==> config.mk <==
export PLATFORM = sky130hd
export DESIGN_NAME = asdm_bank
export DESIGN_NICKNAME = d
export VERILOG_FILES = /design/src/hw/asdm_bank.v
export VERILOG_INCLUDE_DIRS = /design/src /design/src/pkg
export SDC_FILE = /design/constraint.sdc
export NUM_CORES = 1
export LEC_CHECK = 0
export ABC_CLOCK_PERIOD_IN_PS = 1400
export BUFFER_PORTS_ARGS = -buffer_cell sky130_fd_sc_hd__buf_2
export CELL_PAD_IN_SITES_DETAIL_PLACEMENT = 1
export CELL_PAD_IN_SITES_GLOBAL_PLACEMENT = 1
export CORE_MARGIN = 5
export CORE_UTILIZATION = 33
export CTS_CLUSTER_DIAMETER = 80
export DETAILED_ROUTE_END_ITERATION = 8
export PLACE_DENSITY = 0.76
export SLEW_MARGIN = 20
export SYNTH_ARGS = -nofsm -noshare
export SYNTH_HDL_FRONTEND = slang
export SYNTH_SLANG_ARGS = --single-unit
==> constraint.sdc <==
create_clock -name clk -period 1.4 [get_ports clk]
set_input_delay 0.28 -clock clk [delete_from_list [all_inputs] [get_ports clk]]
set_output_delay 0.28 -clock clk [all_outputs]
set_load 0.005 [all_outputs]
==> src/pkg/asdm_map.vh <==
// Register offsets, field positions and constants of the status and save word bank
`ifndef ASDM_MAP_VH
`define ASDM_MAP_VH
`define ASDM_OFF_SLOT 10'h010e
`define ASDM_OFF_MERR 10'h0192
`define ASDM_OFF_MEMERR 10'h0193
`define ASDM_OFF_SAVE 10'h02ef
`define ASDM_OFF_KEY 10'h02f0
`define ASDM_OFF_CNT_LO 10'h0352
`define ASDM_OFF_CNT_HI 10'h0353
`define ASDM_OFF_IRQ_STAT 10'h03f0
`define ASDM_OFF_IRQ_MASK 10'h03f1
`define ASDM_SLOT_BITS 4
`define ASDM_BIT_WDT 8
`define ASDM_BIT_FATAL 9
`define ASDM_BIT_CAL 13
`define ASDM_BIT_INVALID 11
`define ASDM_BIT_BADKEY 12
`define ASDM_BIT_FAIL 13
`define ASDM_BIT_BUSY 14
`define ASDM_BIT_START 15
`define ASDM_SAVE_KEY 16'ha5a5
`define ASDM_ZERO16 16'h0000
`define ASDM_IRQ_W 4
`define ASDM_IRQ_DONE 0
`define ASDM_IRQ_FAIL 1
`define ASDM_IRQ_BADKEY 2
`define ASDM_IRQ_CERR 3
`endif

==> src/hw/asdm_bank.v <==
// Status, error, counter and data memory save word bank
//
// Summary of operation
// Slot word bits 0..3 are one-hot, bit n set in slot n+1.
// Save status bit 11 sets when the restored flash image is invalid.
// Any save to flash clears the image-invalid indication, unless a bad restore is reported in the cycle the save ends.
// Save status bit 12 sets when a start is attempted while the key word is not the save key.
// Save status bit 13 sets when a save to flash fails.
// Save status bit 14 stays high while a save is in progress.
// Software writes the key first, then sets start bit 15.
// A save runs only in program mode.
// A save is accepted only if the key word equals A5A5 at start.
// The key word clears to zero once a save completes without failure; a failed save leaves it.
// Module error bit 8 sets on a coordinator watchdog timeout.
// Module error bit 9 sets on a coordinator fatal error.
// Memory error bit 13 sets on bad analog calibration data in flash.
// Counter 1 value is a signed 32-bit value over two words.
// With no valid image at power-up, restore is skipped and words zeroed.
// A save ends by clearing busy and start; a rejected one leaves flash alone.
// Slot, error and counter words ignore software writes.
`timescale 1ns/1ns
`default_nettype none
`include "asdm_map.vh"
module asdm_bank #(
  parameter AW = 10
) (
  // Clock and reset
  input wire clk,
  input wire reset,
  // Register port
  input wire [AW-1:0] reg_addr,
  input wire [15:0] reg_wdata,
  input wire reg_wr,
  input wire reg_rd,
  output reg [15:0] reg_rdata,
  // Module status inputs
  input wire [1:0] slot_index,
  input wire program_mode,
  input wire coord_wdt_error,
  input wire coord_fatal_error,
  input wire cal_data_error,
  input wire signed [31:0] counter1_value,
  // Power-up restore of the data memory area
  input wire restore_done,
  input wire restore_image_bad,
  output wire restore_zero_fill,
  // Flash save engine
  output reg save_req,
  input wire save_done,
  input wire save_fail,
  // Interrupt
  output wire irq
);

  localparam ST_IDLE = 1'b0;
  localparam ST_SAVE = 1'b1;

  reg state_r;
  reg invalid_r;
  reg badkey_r;
  reg fail_r;
  reg start_r;
  reg [15:0] key_r;
  reg wdt_r;
  reg fatal_r;
  reg cal_r;
  reg [`ASDM_IRQ_W-1:0] irq_stat_r;
  reg [`ASDM_IRQ_W-1:0] irq_mask_r;
  reg [`ASDM_IRQ_W-1:0] irq_ev;

  function hit;
    input [AW-1:0] a;
    input [AW-1:0] off;
    begin
      hit = (a == off);
    end
  endfunction

  // -----------------------------------------------------------------
  // Address decode
  // -----------------------------------------------------------------
  wire sel_slot = hit(reg_addr, `ASDM_OFF_SLOT);
  wire sel_merr = hit(reg_addr, `ASDM_OFF_MERR);
  wire sel_memerr = hit(reg_addr, `ASDM_OFF_MEMERR);
  wire sel_save = hit(reg_addr, `ASDM_OFF_SAVE);
  wire sel_key = hit(reg_addr, `ASDM_OFF_KEY);
  wire sel_cnt_lo = hit(reg_addr, `ASDM_OFF_CNT_LO);
  wire sel_cnt_hi = hit(reg_addr, `ASDM_OFF_CNT_HI);
  wire sel_istat = hit(reg_addr, `ASDM_OFF_IRQ_STAT);
  wire sel_imask = hit(reg_addr, `ASDM_OFF_IRQ_MASK);

  // Read-only words get no write enable, so a write cannot reach them
  wire wr_save = reg_wr && sel_save;
  wire wr_key = reg_wr && sel_key;
  wire wr_imask = reg_wr && sel_imask;
  wire rd_istat = reg_rd && sel_istat;

  // -----------------------------------------------------------------
  // Save request qualification
  // -----------------------------------------------------------------
  wire busy = (state_r == ST_SAVE);
  // A start written while a save runs is dropped, so requests never queue
  wire start_req = wr_save && reg_wdata[`ASDM_BIT_START] && !busy;
  wire key_ok = (key_r == `ASDM_SAVE_KEY);
  wire accept = start_req && key_ok && program_mode;
  wire reject = start_req && !accept;
  wire finish = busy && (save_done || save_fail);
  // Fail wins when the engine reports both at once
  wire finish_ok = finish && save_done && !save_fail;
  wire finish_bad = finish && save_fail;
  wire restore_bad = restore_done && restore_image_bad;

  // -----------------------------------------------------------------
  // Save sequence
  // -----------------------------------------------------------------
  reg state_nxt;
  always @* begin
    state_nxt = state_r;
    case (state_r)
      ST_IDLE: begin
        if (accept) begin
          state_nxt = ST_SAVE;
        end
      end
      ST_SAVE: begin
        if (finish) begin
          state_nxt = ST_IDLE;
        end
      end
      default: begin
        state_nxt = ST_IDLE;
      end
    endcase
  end

  always @(posedge clk or posedge reset) begin
    if (reset) begin
      state_r <= ST_IDLE;
      save_req <= 1'b0;
    end else begin
      state_r <= state_nxt;
      // One pulse per accepted request; a rejected one never reaches flash
      save_req <= accept;
    end
  end

  // -----------------------------------------------------------------
  // Start bit: high from an accepted request until the save ends
  // -----------------------------------------------------------------
  always @(posedge clk or posedge reset) begin
    if (reset) begin
      start_r <= 1'b0;
    end else if (accept) begin
      start_r <= 1'b1;
    end else if (finish) begin
      start_r <= 1'b0;
    end
  end

  // -----------------------------------------------------------------
  // Key word
  // -----------------------------------------------------------------
  // The key cannot change under a running save, so the checked value holds
  always @(posedge clk or posedge reset) begin
    if (reset) begin
      key_r <= `ASDM_ZERO16;
    end else if (finish_ok) begin
      key_r <= `ASDM_ZERO16;
    end else if (wr_key && !busy) begin
      key_r <= reg_wdata;
    end
  end

  // -----------------------------------------------------------------
  // Save status flags
  // -----------------------------------------------------------------
  // Rewritten on every start attempt made while no save runs, so a good key clears it again
  always @(posedge clk or posedge reset) begin
    if (reset) begin
      badkey_r <= 1'b0;
    end else if (start_req) begin
      badkey_r <= !key_ok;
    end
  end

  // Cleared by the next accepted request, so it tells of the last save only
  always @(posedge clk or posedge reset) begin
    if (reset) begin
      fail_r <= 1'b0;
    end else if (finish) begin
      fail_r <= save_fail;
    end else if (accept) begin
      fail_r <= 1'b0;
    end
  end

  // A restore report in the cycle of a save end wins over the clear
  always @(posedge clk or posedge reset) begin
    if (reset) begin
      invalid_r <= 1'b0;
    end else if (restore_bad) begin
      invalid_r <= 1'b1;
    end else if (finish) begin
      invalid_r <= 1'b0;
    end
  end

  // -----------------------------------------------------------------
  // Power-up restore
  // -----------------------------------------------------------------
  // With no valid image the restore is skipped and the words are zeroed
  assign restore_zero_fill = restore_bad;

  // -----------------------------------------------------------------
  // Error flags follow their sources one cycle late
  // -----------------------------------------------------------------
  // Mirrors only: the coordinator owns the clearing, software cannot clear
  always @(posedge clk or posedge reset) begin
    if (reset) begin
      wdt_r <= 1'b0;
    end else begin
      wdt_r <= coord_wdt_error;
    end
  end

  always @(posedge clk or posedge reset) begin
    if (reset) begin
      fatal_r <= 1'b0;
    end else begin
      fatal_r <= coord_fatal_error;
    end
  end

  // Meaningful on the analog variant only; other variants tie the input low
  always @(posedge clk or posedge reset) begin
    if (reset) begin
      cal_r <= 1'b0;
    end else begin
      cal_r <= cal_data_error;
    end
  end

  // -----------------------------------------------------------------
  // Interrupt events
  // -----------------------------------------------------------------
  // Coordinator errors raise an event on their rising edge only
  wire wdt_rise = coord_wdt_error && !wdt_r;
  wire fatal_rise = coord_fatal_error && !fatal_r;

  always @* begin
    irq_ev = {`ASDM_IRQ_W{1'b0}};
    irq_ev[`ASDM_IRQ_DONE] = finish_ok;
    irq_ev[`ASDM_IRQ_FAIL] = finish_bad;
    irq_ev[`ASDM_IRQ_BADKEY] = reject;
    irq_ev[`ASDM_IRQ_CERR] = wdt_rise || fatal_rise;
  end

  // -----------------------------------------------------------------
  // Interrupt status: set wins over read clear
  // -----------------------------------------------------------------
  wire [`ASDM_IRQ_W-1:0] irq_stat_nxt;
  genvar g;
  generate
    for (g = 0; g < `ASDM_IRQ_W; g = g + 1) begin : g_irq
      // An event in the clearing read's cycle survives the clear
      assign irq_stat_nxt[g] = irq_ev[g] || (irq_stat_r[g] && !rd_istat);
    end
  endgenerate

  always @(posedge clk or posedge reset) begin
    if (reset) begin
      irq_stat_r <= {`ASDM_IRQ_W{1'b0}};
    end else begin
      irq_stat_r <= irq_stat_nxt;
    end
  end

  // -----------------------------------------------------------------
  // Interrupt mask
  // -----------------------------------------------------------------
  always @(posedge clk or posedge reset) begin
    if (reset) begin
      irq_mask_r <= {`ASDM_IRQ_W{1'b0}};
    end else if (wr_imask) begin
      irq_mask_r <= reg_wdata[`ASDM_IRQ_W-1:0];
    end
  end

  // Level output: high while any unmasked status bit is set
  assign irq = |(irq_stat_r & irq_mask_r);

  // -----------------------------------------------------------------
  // Slot indicators
  // -----------------------------------------------------------------
  wire [`ASDM_SLOT_BITS-1:0] slot_onehot;
  generate
    for (g = 0; g < `ASDM_SLOT_BITS; g = g + 1) begin : g_slot
      // Exactly one index matches, so the word is always one-hot
      assign slot_onehot[g] = (slot_index == g);
    end
  endgenerate

  // -----------------------------------------------------------------
  // Word images
  // -----------------------------------------------------------------
  reg [15:0] save_word;
  reg [15:0] merr_word;
  reg [15:0] memerr_word;
  always @* begin
    save_word = `ASDM_ZERO16;
    save_word[`ASDM_BIT_INVALID] = invalid_r;
    save_word[`ASDM_BIT_BADKEY] = badkey_r;
    save_word[`ASDM_BIT_FAIL] = fail_r;
    save_word[`ASDM_BIT_BUSY] = busy;
    save_word[`ASDM_BIT_START] = start_r;
    merr_word = `ASDM_ZERO16;
    merr_word[`ASDM_BIT_WDT] = wdt_r;
    merr_word[`ASDM_BIT_FATAL] = fatal_r;
    memerr_word = `ASDM_ZERO16;
    memerr_word[`ASDM_BIT_CAL] = cal_r;
  end

  // -----------------------------------------------------------------
  // Read data, one cycle after the strobe; unmapped reads give zero
  // -----------------------------------------------------------------
  // The counter words are read live with no latch, so software pairing the
  // two halves must allow for a carry between the two reads
  reg [15:0] rd_nxt;
  always @* begin
    rd_nxt = `ASDM_ZERO16;
    if (sel_slot) begin
      rd_nxt[`ASDM_SLOT_BITS-1:0] = slot_onehot;
    end else if (sel_merr) begin
      rd_nxt = merr_word;
    end else if (sel_memerr) begin
      rd_nxt = memerr_word;
    end else if (sel_save) begin
      rd_nxt = save_word;
    end else if (sel_key) begin
      rd_nxt = key_r;
    end else if (sel_cnt_lo) begin
      rd_nxt = counter1_value[15:0];
    end else if (sel_cnt_hi) begin
      rd_nxt = counter1_value[31:16];
    end else if (sel_istat) begin
      rd_nxt[`ASDM_IRQ_W-1:0] = irq_stat_r;
    end else if (sel_imask) begin
      rd_nxt[`ASDM_IRQ_W-1:0] = irq_mask_r;
    end
  end

  always @(posedge clk or posedge reset) begin
    if (reset) begin
      reg_rdata <= `ASDM_ZERO16;
    end else if (reg_rd) begin
      reg_rdata <= rd_nxt;
    end else begin
      reg_rdata <= `ASDM_ZERO16;
    end
  end

endmodule // asdm_bank
`default_nettype wire

==> report_table.html, run 1 <==
<table>
<tr><th>Metric</th><th>Value</th></tr>
<tr><th colspan="2">Run status</th></tr>
<tr><td>Outcome</td><td>finished with violations</td></tr>
<tr><td>Violated checks</td><td>negative setup slack</td></tr>
<tr><th colspan="2">Drt</th></tr>
<tr><td>Vias per Instance</td><td>5.42</td></tr>
<tr><td>Post-route ant nets</td><td>0</td></tr>
<tr><td>Avg WL per Cell</td><td>21.3 um</td></tr>
<tr><td>WL final</td><td>11,200 um</td></tr>
<tr><td>Number of iterations in the first detailed-routing pass</td><td>4</td></tr>
<tr><td>DRT iter0 DRCs</td><td>174</td></tr>
<tr><td>DRC</td><td>0</td></tr>
<tr><td>Via count of the routed design</td><td>2,844</td></tr>
<tr><th colspan="2">Layout</th></tr>
<tr><td>Post-route cell area</td><td>4110 um2</td></tr>
<tr><td>Final layout net count</td><td>493</td></tr>
<tr><td>Fillcell total</td><td>891</td></tr>
<tr><td>Area growth syn-to-layout</td><td>60.5%</td></tr>
<tr><td>Utilization after layout</td><td>53.7%</td></tr>
<tr><td>Proportion of layout cells with a drive suffix above 1</td><td>56.6%</td></tr>
<tr><td>Post-Layout Cell Count</td><td>525</td></tr>
<tr><th colspan="2">Clock network</th></tr>
<tr><td>Hold buffer count at CTS</td><td>0</td></tr>
<tr><td>Cts bufs inserted</td><td>5</td></tr>
<tr><td>Clk sinks</td><td>49</td></tr>
<tr><td>Clock latency reported for the late side of the worst-skew pair</td><td>0.31 ns</td></tr>
<tr><td>Register clock-pin slew on the reported worst setup and hold paths</td><td>0.09 ns</td></tr>
<tr><td>Clock root buffer master</td><td>sky130_fd_sc_hd__clkbuf_8</td></tr>
<tr><td>Bufs on Longest Clock Path</td><td>2</td></tr>
<tr><td>CTS tree</td><td>done</td></tr>
<tr><td>Maximum level of the CTS H-tree</td><td>2</td></tr>
<tr><th colspan="2">Power</th></tr>
<tr><td>PwrDens</td><td>667 nW/um2</td></tr>
<tr><td>Maximum ir drop on the vdd rail</td><td>358 uV</td></tr>
<tr><td>Static leakage</td><td>1.99 nW</td></tr>
<tr><th colspan="2">Setup path</th></tr>
<tr><td>Worst setup path class</td><td>input port to flip-flop</td></tr>
<tr><td>Worst-path cell chain</td><td>buf_8 -&gt; or3b_4 -&gt; nor4b_4 -&gt; nor3b_2 -&gt; buf_6 -&gt; mux2i_1 -&gt; nor2_1</td></tr>
<tr><td>Gate family responsible for the most delay along the worst path</td><td>simple AND/OR/NAND/NOR gates</td></tr>
<tr><td>Data required time at the worst endpoint</td><td>1.60 ns</td></tr>
<tr><td>Bufs and invs on worst path</td><td>2</td></tr>
<tr><td>Worst Setup End Kind</td><td>flip-flop</td></tr>
<tr><td>Max incr delay on CP</td><td>0.42 ns</td></tr>
<tr><td>Master of the slowest instance on the critical path</td><td>sky130_fd_sc_hd__or3b_4</td></tr>
<tr><td>CP Launch Type</td><td>input port</td></tr>
<tr><td>Worst-path maximum fanout</td><td>7</td></tr>
<tr><td>Arrival time worst endpoint</td><td>1.76 ns</td></tr>
<tr><th colspan="2">Floorplanning</th></tr>
<tr><td>Core area</td><td>7650 um2</td></tr>
<tr><td>Die width</td><td>98.1 um</td></tr>
<tr><td>Cell Rows</td><td>32</td></tr>
<tr><td>Die Footprint</td><td>9610 um2</td></tr>
<tr><td>Starting utilization of the core area</td><td>33.5%</td></tr>
<tr><td>Die outline height</td><td>98.1 um</td></tr>
<tr><td>I/O pin count</td><td>91</td></tr>
<tr><th colspan="2">Logic synthesis</th></tr>
<tr><td>Register bit total from synthesis</td><td>49</td></tr>
<tr><td>Largest family of logic cells by synthesized area</td><td>simple AND/OR/NAND/NOR gates</td></tr>
<tr><td>Post-synthesis mux area share</td><td>7.82%</td></tr>
<tr><td>Synthesized area</td><td>2560 um2</td></tr>
<tr><td>Mean instance size in the synthesized netlist</td><td>9.77 um2</td></tr>
<tr><td>Count of flip-flops with a built-in enable after synthesis</td><td>0</td></tr>
<tr><td>Post-Synthesis Net Count</td><td>334</td></tr>
<tr><td>Adder-cell share of the synthesized area</td><td>0%</td></tr>
<tr><td>Complex-gate fraction of the synthesized area</td><td>17.1%</td></tr>
<tr><td>Top post-synthesis cells by count</td><td>sky130_fd_sc_hd__dfrtp_1 (49), sky130_fd_sc_hd__nand2_1 (39), sky130_fd_sc_hd__nor2_1 (29), sky130_fd_sc_hd__a21oi_1 (17), sky130_fd_sc_hd__o21ai_0 (17)</td></tr>
<tr><td>Flip-flop cell with the highest count after synthesis</td><td>sky130_fd_sc_hd__dfrtp_1</td></tr>
<tr><td>Yosys Warn Count</td><td>0</td></tr>
<tr><td>Number of cells produced by synthesis</td><td>262</td></tr>
<tr><td>Area share of the largest cell type after synthesis</td><td>47.9%</td></tr>
<tr><td>Cell accounting for the most synthesized area</td><td>sky130_fd_sc_hd__dfrtp_1</td></tr>
<tr><td>Area share of and/or/nand/nor cells after synthesis</td><td>23.6%</td></tr>
<tr><td>Count of different cell masters after synthesis</td><td>52</td></tr>
<tr><td>Sequential area share after synthesis</td><td>47.9%</td></tr>
<tr><td>Xor-xnor portion of the synthesized cell area</td><td>0%</td></tr>
<tr><td>Most frequently used cell type in the post-synthesis netlist</td><td>sky130_fd_sc_hd__dfrtp_1</td></tr>
<tr><td>Cell types occupying the most area after synthesis</td><td>sky130_fd_sc_hd__dfrtp_1 (48%), sky130_fd_sc_hd__nand2_1 (5.7%), sky130_fd_sc_hd__mux2i_1 (4.3%), sky130_fd_sc_hd__nor2_1 (4.3%), sky130_fd_sc_hd__mux2_2 (3.5%)</td></tr>
<tr><td>Fraction of registers with async set or reset after synthesis</td><td>100%</td></tr>
<tr><th colspan="2">Place</th></tr>
<tr><td>Worst-case setup slack after placement</td><td>-0.535 ns</td></tr>
<tr><td>Detailed-placement wirelength estimate</td><td>7410 um</td></tr>
<tr><td>Routability Congestion</td><td>0.891</td></tr>
<tr><td>Count of placed standard cells including taps</td><td>499</td></tr>
<tr><td>Port bufs</td><td>90</td></tr>
<tr><td>Placed inst area</td><td>3550 um2</td></tr>
<tr><th colspan="2">Timing</th></tr>
<tr><td>Setup repair after global routing missed its margin</td><td>yes</td></tr>
<tr><td>Final-report setup violation count</td><td>31</td></tr>
<tr><td>Final Hold Viols</td><td>0</td></tr>
<tr><td>Max Clock Skew</td><td>0.00518 ns</td></tr>
<tr><td>Final Critical Period</td><td>1.56 ns</td></tr>
<tr><td>Slew Limit Headroom</td><td>73.4%</td></tr>
<tr><td>Fin Setup TNS</td><td>-2.29 ns</td></tr>
<tr><td>Final-report max-slew violation count</td><td>0</td></tr>
<tr><td>Ratio of final minimum period to clock period</td><td>112%</td></tr>
<tr><td>Achievable clock frequency</td><td>639 MHz</td></tr>
<tr><td>Slew @ Worst Pin</td><td>0.399 ns</td></tr>
<tr><td>Worst setup slack after layout</td><td>-0.164 ns</td></tr>
<tr><th colspan="2">Global route</th></tr>
<tr><td>Initial antenna violation count</td><td>1</td></tr>
<tr><td>Remaining Overflow, GRT</td><td>0</td></tr>
<tr><td>Number of global-route vias before repair</td><td>3,132</td></tr>
<tr><td>Global-route wire length before repair</td><td>16,500 um</td></tr>
<tr><td>Aggregate global-route resource usage</td><td>21.9%</td></tr>
<tr><td>Largest net degree at the start of global routing</td><td>50</td></tr>
<tr><th colspan="2">Min path</th></tr>
<tr><td>Min-delay worst type</td><td>input port to async pin</td></tr>
<tr><th colspan="2">Flow run</th></tr>
<tr><td>Max cap viols</td><td>0</td></tr>
</table>
==> per-stage QoR <==
step / hold WS (ns) / power [mW]
floorplan: 0.311 / 1.59
global placement: 0.359 / 1.80
detailed placement: 0.365 / 1.82
CTS: 0.0255 / 2.71
global route: 0.0434 / 2.85
finish: 0.0101 / 2.74
==> power breakdown <==
| part | internal [mW] | switching (mW) | total (mW) | leakage [nW] |
|---|---|---|---|---|
| sequential | 1.43 | 0.0110 | 1.44 | 0.666 |
| combinational | 0.208 | 0.215 | 0.423 | 1.28 |
| clock | 0.356 | 0.522 | 0.878 | 0.0445 |
==> area by class of cell <==
cell class	count	area [um2]	area share [%]
Antenna cell	1	2.50	0.0609
Clock inverter	3	21.3	0.518
Multi-Input combinational cell	192	1490	36.2
Clock buffer	5	68.8	1.68
Timing Repair Buffer	163	1130	27.6
Sequential cell	49	1230	29.9
Tap cell	102	128	3.11
Inverter	10	41.3	1.01
==> state kept, by name (all words and copies together), names as in the netlist <==
register,cells
fatal_r,1
invalid_r,1
save_req,1
busy,1
key_r,16
irq_mask_r,4
fail_r,1
wdt_r,1
badkey_r,1
reg_rdata,16
start_r,1
irq_stat_r,4
cal_r,1
==> worst reg2reg max path, cell delays in order, from the launching register on <==
cell and delay, ns:
sky130_fd_sc_hd__dfrtp_1 0.40, sky130_fd_sc_hd__nor4bb_2 0.35, sky130_fd_sc_hd__and4_4 0.31, sky130_fd_sc_hd__nand3_4 0.09, sky130_fd_sc_hd__a32o_1 0.26
==> routing by layer <==
metal	vias to the layer above	share of wire (%)	wire, um	GRT usage [%]
li1	1274	-	-	-
met1	1414	38	4240	24.5
met2	114	52	5840	39.9
met3	42	4.9	544	4.00
met4	0	4.9	550	9.90
met5	-	0	0	0
==> what timing repair did <==
item                       4_1_cts  5_1_grt
gates cloned                     0        1
buffers inserted                13        5
resized for setup               33       42
setup endpoints to repair       44       46
pin swaps                       23       18
==> placed cells by master, fill, tap and decap left out, types with 3 or more instances in the layout <==
master                      n
sky130_fd_sc_hd__a21oi_1   14
sky130_fd_sc_hd__a222oi_1   4
sky130_fd_sc_hd__a22o_1     3
sky130_fd_sc_hd__a22oi_2    4
sky130_fd_sc_hd__buf_2     84
sky130_fd_sc_hd__buf_4     59
sky130_fd_sc_hd__buf_6     13
sky130_fd_sc_hd__buf_8      4
sky130_fd_sc_hd__clkbuf_8   5
sky130_fd_sc_hd__dfrtp_1   49
sky130_fd_sc_hd__inv_1      8
sky130_fd_sc_hd__mux2_2     8
sky130_fd_sc_hd__mux2i_1   11
sky130_fd_sc_hd__nand2_1   28
sky130_fd_sc_hd__nand2_2   10
sky130_fd_sc_hd__nand3_1    4
sky130_fd_sc_hd__nand4_1    3
sky130_fd_sc_hd__nor2_1    21
sky130_fd_sc_hd__nor2_2     6
sky130_fd_sc_hd__nor2_4     3
sky130_fd_sc_hd__nor4_2     3
sky130_fd_sc_hd__o21ai_0    5
sky130_fd_sc_hd__o21ai_1    9
sky130_fd_sc_hd__o21ai_2    4
==> path summary, 6_finish.rpt <==
check,from,end,slack (ns),depth (start not counted)
min in group clk,coord_wdt_error,wdt_r,0.08,1
min,reset,save_req,0.01,3
max in group asynchronous,reset,key_r[3],1.16,3
max,reg_addr[2],key_r[0],-0.16,7
min reg2reg,start_r,start_r,0.50,2
max reg2reg,key_r[11],fail_r,-0.12,4
==> cells by family after synthesis <==
family | after synthesis
AND/OR/NAND/NOR | 110
AO/OA/AOI/OAI | 63
flip-flops | 49
buffers and inverters | 21
multiplexers | 19
Note: power is estimated with default switching activity, not from simulation.
==> run 2: changes to the inputs <==
--- a/config.mk
+++ b/config.mk
@@ -10,11 +10,11 @@
 export BUFFER_PORTS_ARGS = -buffer_cell sky130_fd_sc_hd__buf_2
 export CELL_PAD_IN_SITES_DETAIL_PLACEMENT = 1
 export CELL_PAD_IN_SITES_GLOBAL_PLACEMENT = 1
-export CORE_MARGIN = 5
+export CORE_MARGIN = 2
 export CORE_UTILIZATION = 33
 export CTS_CLUSTER_DIAMETER = 80
 export DETAILED_ROUTE_END_ITERATION = 8
-export PLACE_DENSITY = 0.76
+export PLACE_DENSITY = 0.77
 export SLEW_MARGIN = 20
 export SYNTH_ARGS = -nofsm -noshare
 export SYNTH_HDL_FRONTEND = slang
==> run 2 against run 1 <==
  * The run still ends with negative setup slack left
  * Clock-buffer cell count increased by 1
  * Final cell count increased by 1.5%
  * Global-route usage increased by 1.9 points
==> report_table.html, run 2 (synthesized netlist as in run 1, its figures left out) <==
<table>
<tr><th>Metric</th><th>Value</th></tr>
<tr><th colspan="2">Power</th></tr>
<tr><td>Maximum ir drop on the vdd rail</td><td>417 uV (+16%)</td></tr>
<tr><td>PwrDens</td><td>645 nW/um2 (-3.3%)</td></tr>
<tr><td>Final Total Pwr</td><td>2.72 mW (-0.71%)</td></tr>
<tr><td>Static leakage</td><td>2.03 nW (+2.1%)</td></tr>
<tr><th colspan="2">Floorplanning</th></tr>
<tr><td>Starting utilization of the core area</td><td>33.6% (+0.18 points)</td></tr>
<tr><td>Die Footprint</td><td>8470 um2 (-12%)</td></tr>
<tr><td>Cell Rows</td><td>32 (unchanged)</td></tr>
<tr><td>Core area</td><td>7610 um2 (-0.52%)</td></tr>
<tr><td>Die width</td><td>92.1 um (-6.1%)</td></tr>
<tr><td>I/O pin count</td><td>91 (unchanged)</td></tr>
<tr><td>Die outline height</td><td>92.1 um (-6.1%)</td></tr>
<tr><th colspan="2">Global route</th></tr>
<tr><td>Fraction of met3 tracks used by global routing</td><td>3.29% (-0.71 points)</td></tr>
<tr><td>Largest net degree at the start of global routing</td><td>50 (unchanged)</td></tr>
<tr><td>Remaining Overflow, GRT</td><td>0 (unchanged)</td></tr>
<tr><td>Number of global-route vias before repair</td><td>3,083 (-1.6%)</td></tr>
<tr><td>Initial antenna violation count</td><td>0 (-1)</td></tr>
<tr><td>Global-route track usage on met2</td><td>44.1% (+4.1 points)</td></tr>
<tr><td>Global-route wire length before repair</td><td>15,700 um (-4.8%)</td></tr>
<tr><td>GR met1 Demand/Resource</td><td>28.1% (+3.6 points)</td></tr>
<tr><td>Aggregate global-route resource usage</td><td>23.8% (+1.9 points)</td></tr>
<tr><td>Global route hottest layer</td><td>met2</td></tr>
<tr><th colspan="2">Timing</th></tr>
<tr><td>Setup repair after global routing missed its margin</td><td>yes</td></tr>
<tr><td>Slew @ Worst Pin</td><td>0.464 ns (+0.0641 ns)</td></tr>
<tr><td>Final-report setup violation count</td><td>39 (+26%)</td></tr>
<tr><td>Achievable clock frequency</td><td>593 MHz (-7.3%)</td></tr>
<tr><td>Ratio of final minimum period to clock period</td><td>120% (+8.8 points)</td></tr>
<tr><td>Fin Setup TNS</td><td>-5.62 ns (-3.33 ns)</td></tr>
<tr><td>Max Clock Skew</td><td>0.00348 ns (-0.00170 ns)</td></tr>
<tr><td>Worst setup slack after layout</td><td>-0.287 ns (-0.123 ns)</td></tr>
<tr><td>Tightest hold margin</td><td>0.0261 ns (+0.0160 ns)</td></tr>
<tr><td>Final Critical Period</td><td>1.69 ns (+0.123 ns)</td></tr>
<tr><td>Slew Limit Headroom</td><td>68.7% (-4.7 points)</td></tr>
<tr><td>Final Hold Viols</td><td>0 (unchanged)</td></tr>
<tr><td>Final-report max-slew violation count</td><td>0 (unchanged)</td></tr>
<tr><th colspan="2">Drt</th></tr>
<tr><td>DRT iter0 DRCs</td><td>213 (+22%)</td></tr>
<tr><td>Avg WL per Cell</td><td>22.5 um (+5.9%)</td></tr>
<tr><td>Via count of the routed design</td><td>2,959 (+4.0%)</td></tr>
<tr><td>Vias per Instance</td><td>5.55 (+2.5%)</td></tr>
<tr><td>WL final</td><td>12,000 um (+7.5%)</td></tr>
<tr><td>Number of iterations in the first detailed-routing pass</td><td>6 (+2)</td></tr>
<tr><td>DRC</td><td>0 (unchanged)</td></tr>
<tr><td>Post-route ant nets</td><td>0 (unchanged)</td></tr>
<tr><th colspan="2">Setup path</th></tr>
<tr><td>Max incr delay on CP</td><td>0.43 ns (about the same)</td></tr>
<tr><td>Worst-path cell chain</td><td>buf_8 -&gt; or3b_4 -&gt; nor4b_4 -&gt; nor3b_4 -&gt; buf_6 -&gt; mux2i_1 -&gt; nor2_1</td></tr>
<tr><td>CP Launch Type</td><td>input port</td></tr>
<tr><td>Master of the slowest instance on the critical path</td><td>sky130_fd_sc_hd__or3b_4</td></tr>
<tr><td>Worst-path maximum fanout</td><td>5 (-2)</td></tr>
<tr><td>Arrival time worst endpoint</td><td>1.86 ns (+0.10 ns)</td></tr>
<tr><td>Worst setup path class</td><td>input port to flip-flop</td></tr>
<tr><td>Gate family responsible for the most delay along the worst path</td><td>simple AND/OR/NAND/NOR gates</td></tr>
<tr><td>Worst Setup End Kind</td><td>flip-flop</td></tr>
<tr><td>Worst reg2reg setup slack</td><td>-0.14 ns (-0.02 ns)</td></tr>
<tr><td>Bufs and invs on worst path</td><td>2 (unchanged)</td></tr>
<tr><td>Data required time at the worst endpoint</td><td>1.58 ns (-0.02 ns)</td></tr>
<tr><th colspan="2">Layout</th></tr>
<tr><td>Final layout net count</td><td>502 (+1.8%)</td></tr>
<tr><td>Post-Layout Cell Count</td><td>533 (+1.5%)</td></tr>
<tr><td>Commonest cells after routing, fill and taps aside</td><td>sky130_fd_sc_hd__buf_2 (85), sky130_fd_sc_hd__buf_4 (64), sky130_fd_sc_hd__dfrtp_1 (48), sky130_fd_sc_hd__nand2_1 (27), sky130_fd_sc_hd__nor2_1 (23)</td></tr>
<tr><td>Utilization after layout</td><td>55.4% (+1.7 points)</td></tr>
<tr><td>Area growth syn-to-layout</td><td>64.8%</td></tr>
<tr><td>Fillcell total</td><td>888 (-0.34%)</td></tr>
<tr><td>Diodes inserted</td><td>0 (-1)</td></tr>
<tr><td>Proportion of layout cells with a drive suffix above 1</td><td>58.9% (+2.3 points)</td></tr>
<tr><td>Most common cell after layout, fill and taps aside</td><td>sky130_fd_sc_hd__buf_2</td></tr>
<tr><td>Post-route cell area</td><td>4220 um2 (+2.7%)</td></tr>
<tr><td>Largest regs</td><td>key_r: 16 flops, reg_rdata: 16 flops</td></tr>
<tr><th colspan="2">Min path</th></tr>
<tr><td>Min-delay worst type</td><td>input port to async pin</td></tr>
<tr><th colspan="2">Place</th></tr>
<tr><td>Detailed-placement wirelength estimate</td><td>7150 um (-3.6%)</td></tr>
<tr><td>Worst-case setup slack after placement</td><td>-0.562 ns (-0.0272 ns)</td></tr>
<tr><td>Placed inst area</td><td>3570 um2 (+0.42%)</td></tr>
<tr><td>Count of placed standard cells including taps</td><td>501 (+0.40%)</td></tr>
<tr><td>Routability Congestion</td><td>0.904 (+1.5%)</td></tr>
<tr><td>Port bufs</td><td>90 (unchanged)</td></tr>
<tr><th colspan="2">Flow run</th></tr>
<tr><td>Max cap viols</td><td>0 (unchanged)</td></tr>
<tr><th colspan="2">Clock network</th></tr>
<tr><td>CTS tree</td><td>done</td></tr>
<tr><td>Cts bufs inserted</td><td>5 (unchanged)</td></tr>
<tr><td>Clk sinks</td><td>49 (unchanged)</td></tr>
<tr><td>Clock root buffer master</td><td>sky130_fd_sc_hd__clkbuf_8</td></tr>
<tr><td>Maximum level of the CTS H-tree</td><td>2 (unchanged)</td></tr>
<tr><td>Register clock-pin slew on the reported worst setup and hold paths</td><td>0.09 ns (about the same)</td></tr>
<tr><td>Bufs on Longest Clock Path</td><td>2 (unchanged)</td></tr>
<tr><td>Clock latency reported for the late side of the worst-skew pair</td><td>0.30 ns (about the same)</td></tr>
<tr><td>Hold buffer count at CTS</td><td>0 (unchanged)</td></tr>
<tr><th colspan="2">Run status</th></tr>
<tr><td>Outcome</td><td>finished with violations</td></tr>
<tr><td>Violated checks</td><td>negative setup slack</td></tr>
</table>
-- run 2: cell count changes in the layout (fill, tap and decap cells not counted), sizes merged --
| cell | previous run | this run |
|---|---|---|
| clkinv | 1 | 2 |
| clkinvlp | 2 | 1 |
| buf | 162 | 172 |
| diode | 1 | 0 |
| inv | 10 | 9 |
-- run 2: layout make-up --
| cell class | instances | area [um2] | share of cell area, % |
|---|---|---|---|
| Multi-Input combinational cell | 192 | 1550 | 36.6 |
| Sequential cell | 49 | 1230 | 29.1 |
| Timing Repair Buffer | 172 | 1190 | 28.3 |
| Tap cell | 102 | 128 | 3.03 |
| Clock buffer | 6 | 72.6 | 1.72 |
| Inverter | 10 | 41.3 | 0.979 |
| Clock inverter | 2 | 10.0 | 0.237 |
-- run 2: routing by layer --
metal | part of all wire (%) | wire length [um] | up-vias
li1 | - | - | 1285
met1 | 38 | 4600 | 1475
met2 | 53 | 6340 | 162
met3 | 5.5 | 664 | 37
met4 | 3.3 | 400 | 0
met5 | 0 | 0 | -
-- run 2: repair_timing --
| item | 4_1_cts | 5_1_grt |
|---|---|---|
| pin swaps | 16 | 28 |
| setup buffers | 7 | 18 |
| resized for setup | 32 | 62 |
| cloned | 1 | 0 |
| endpoints found under the setup margin | 43 | 41 |
-- run 2: power by group --
| group | internal, mW | total [mW] | switching, mW | leakage, nW |
|---|---|---|---|---|
| combinational | 0.213 | 0.441 | 0.228 | 1.32 |
| clock | 0.348 | 0.841 | 0.492 | 0.0450 |
| sequential | 1.43 | 1.44 | 0.0118 | 0.665 |
| total | 1.99 | 2.72 | 0.732 | 2.03 |
-- run 2: worst paths after layout --
| kind | startpoint | endpoint | cells past startpoint |
|---|---|---|---|
| setup / recovery | reg_addr[2] | key_r[2] | 7 |
| hold / removal | reset | key_r[0] | 3 |
| setup reg to reg | key_r[12] | fail_r | 4 |
| hold reg to reg | invalid_r | invalid_r | 1 |
| max in group asynchronous | reset | irq_stat_r[0] | 3 |
| min in group clk | cal_data_error | cal_r | 1 |
-- run 2: worst min-delay path: stages --
cell	delay, ns
sky130_fd_sc_hd__buf_2	0.11
sky130_fd_sc_hd__clkinvlp_4	0.07
sky130_fd_sc_hd__buf_12	0.26
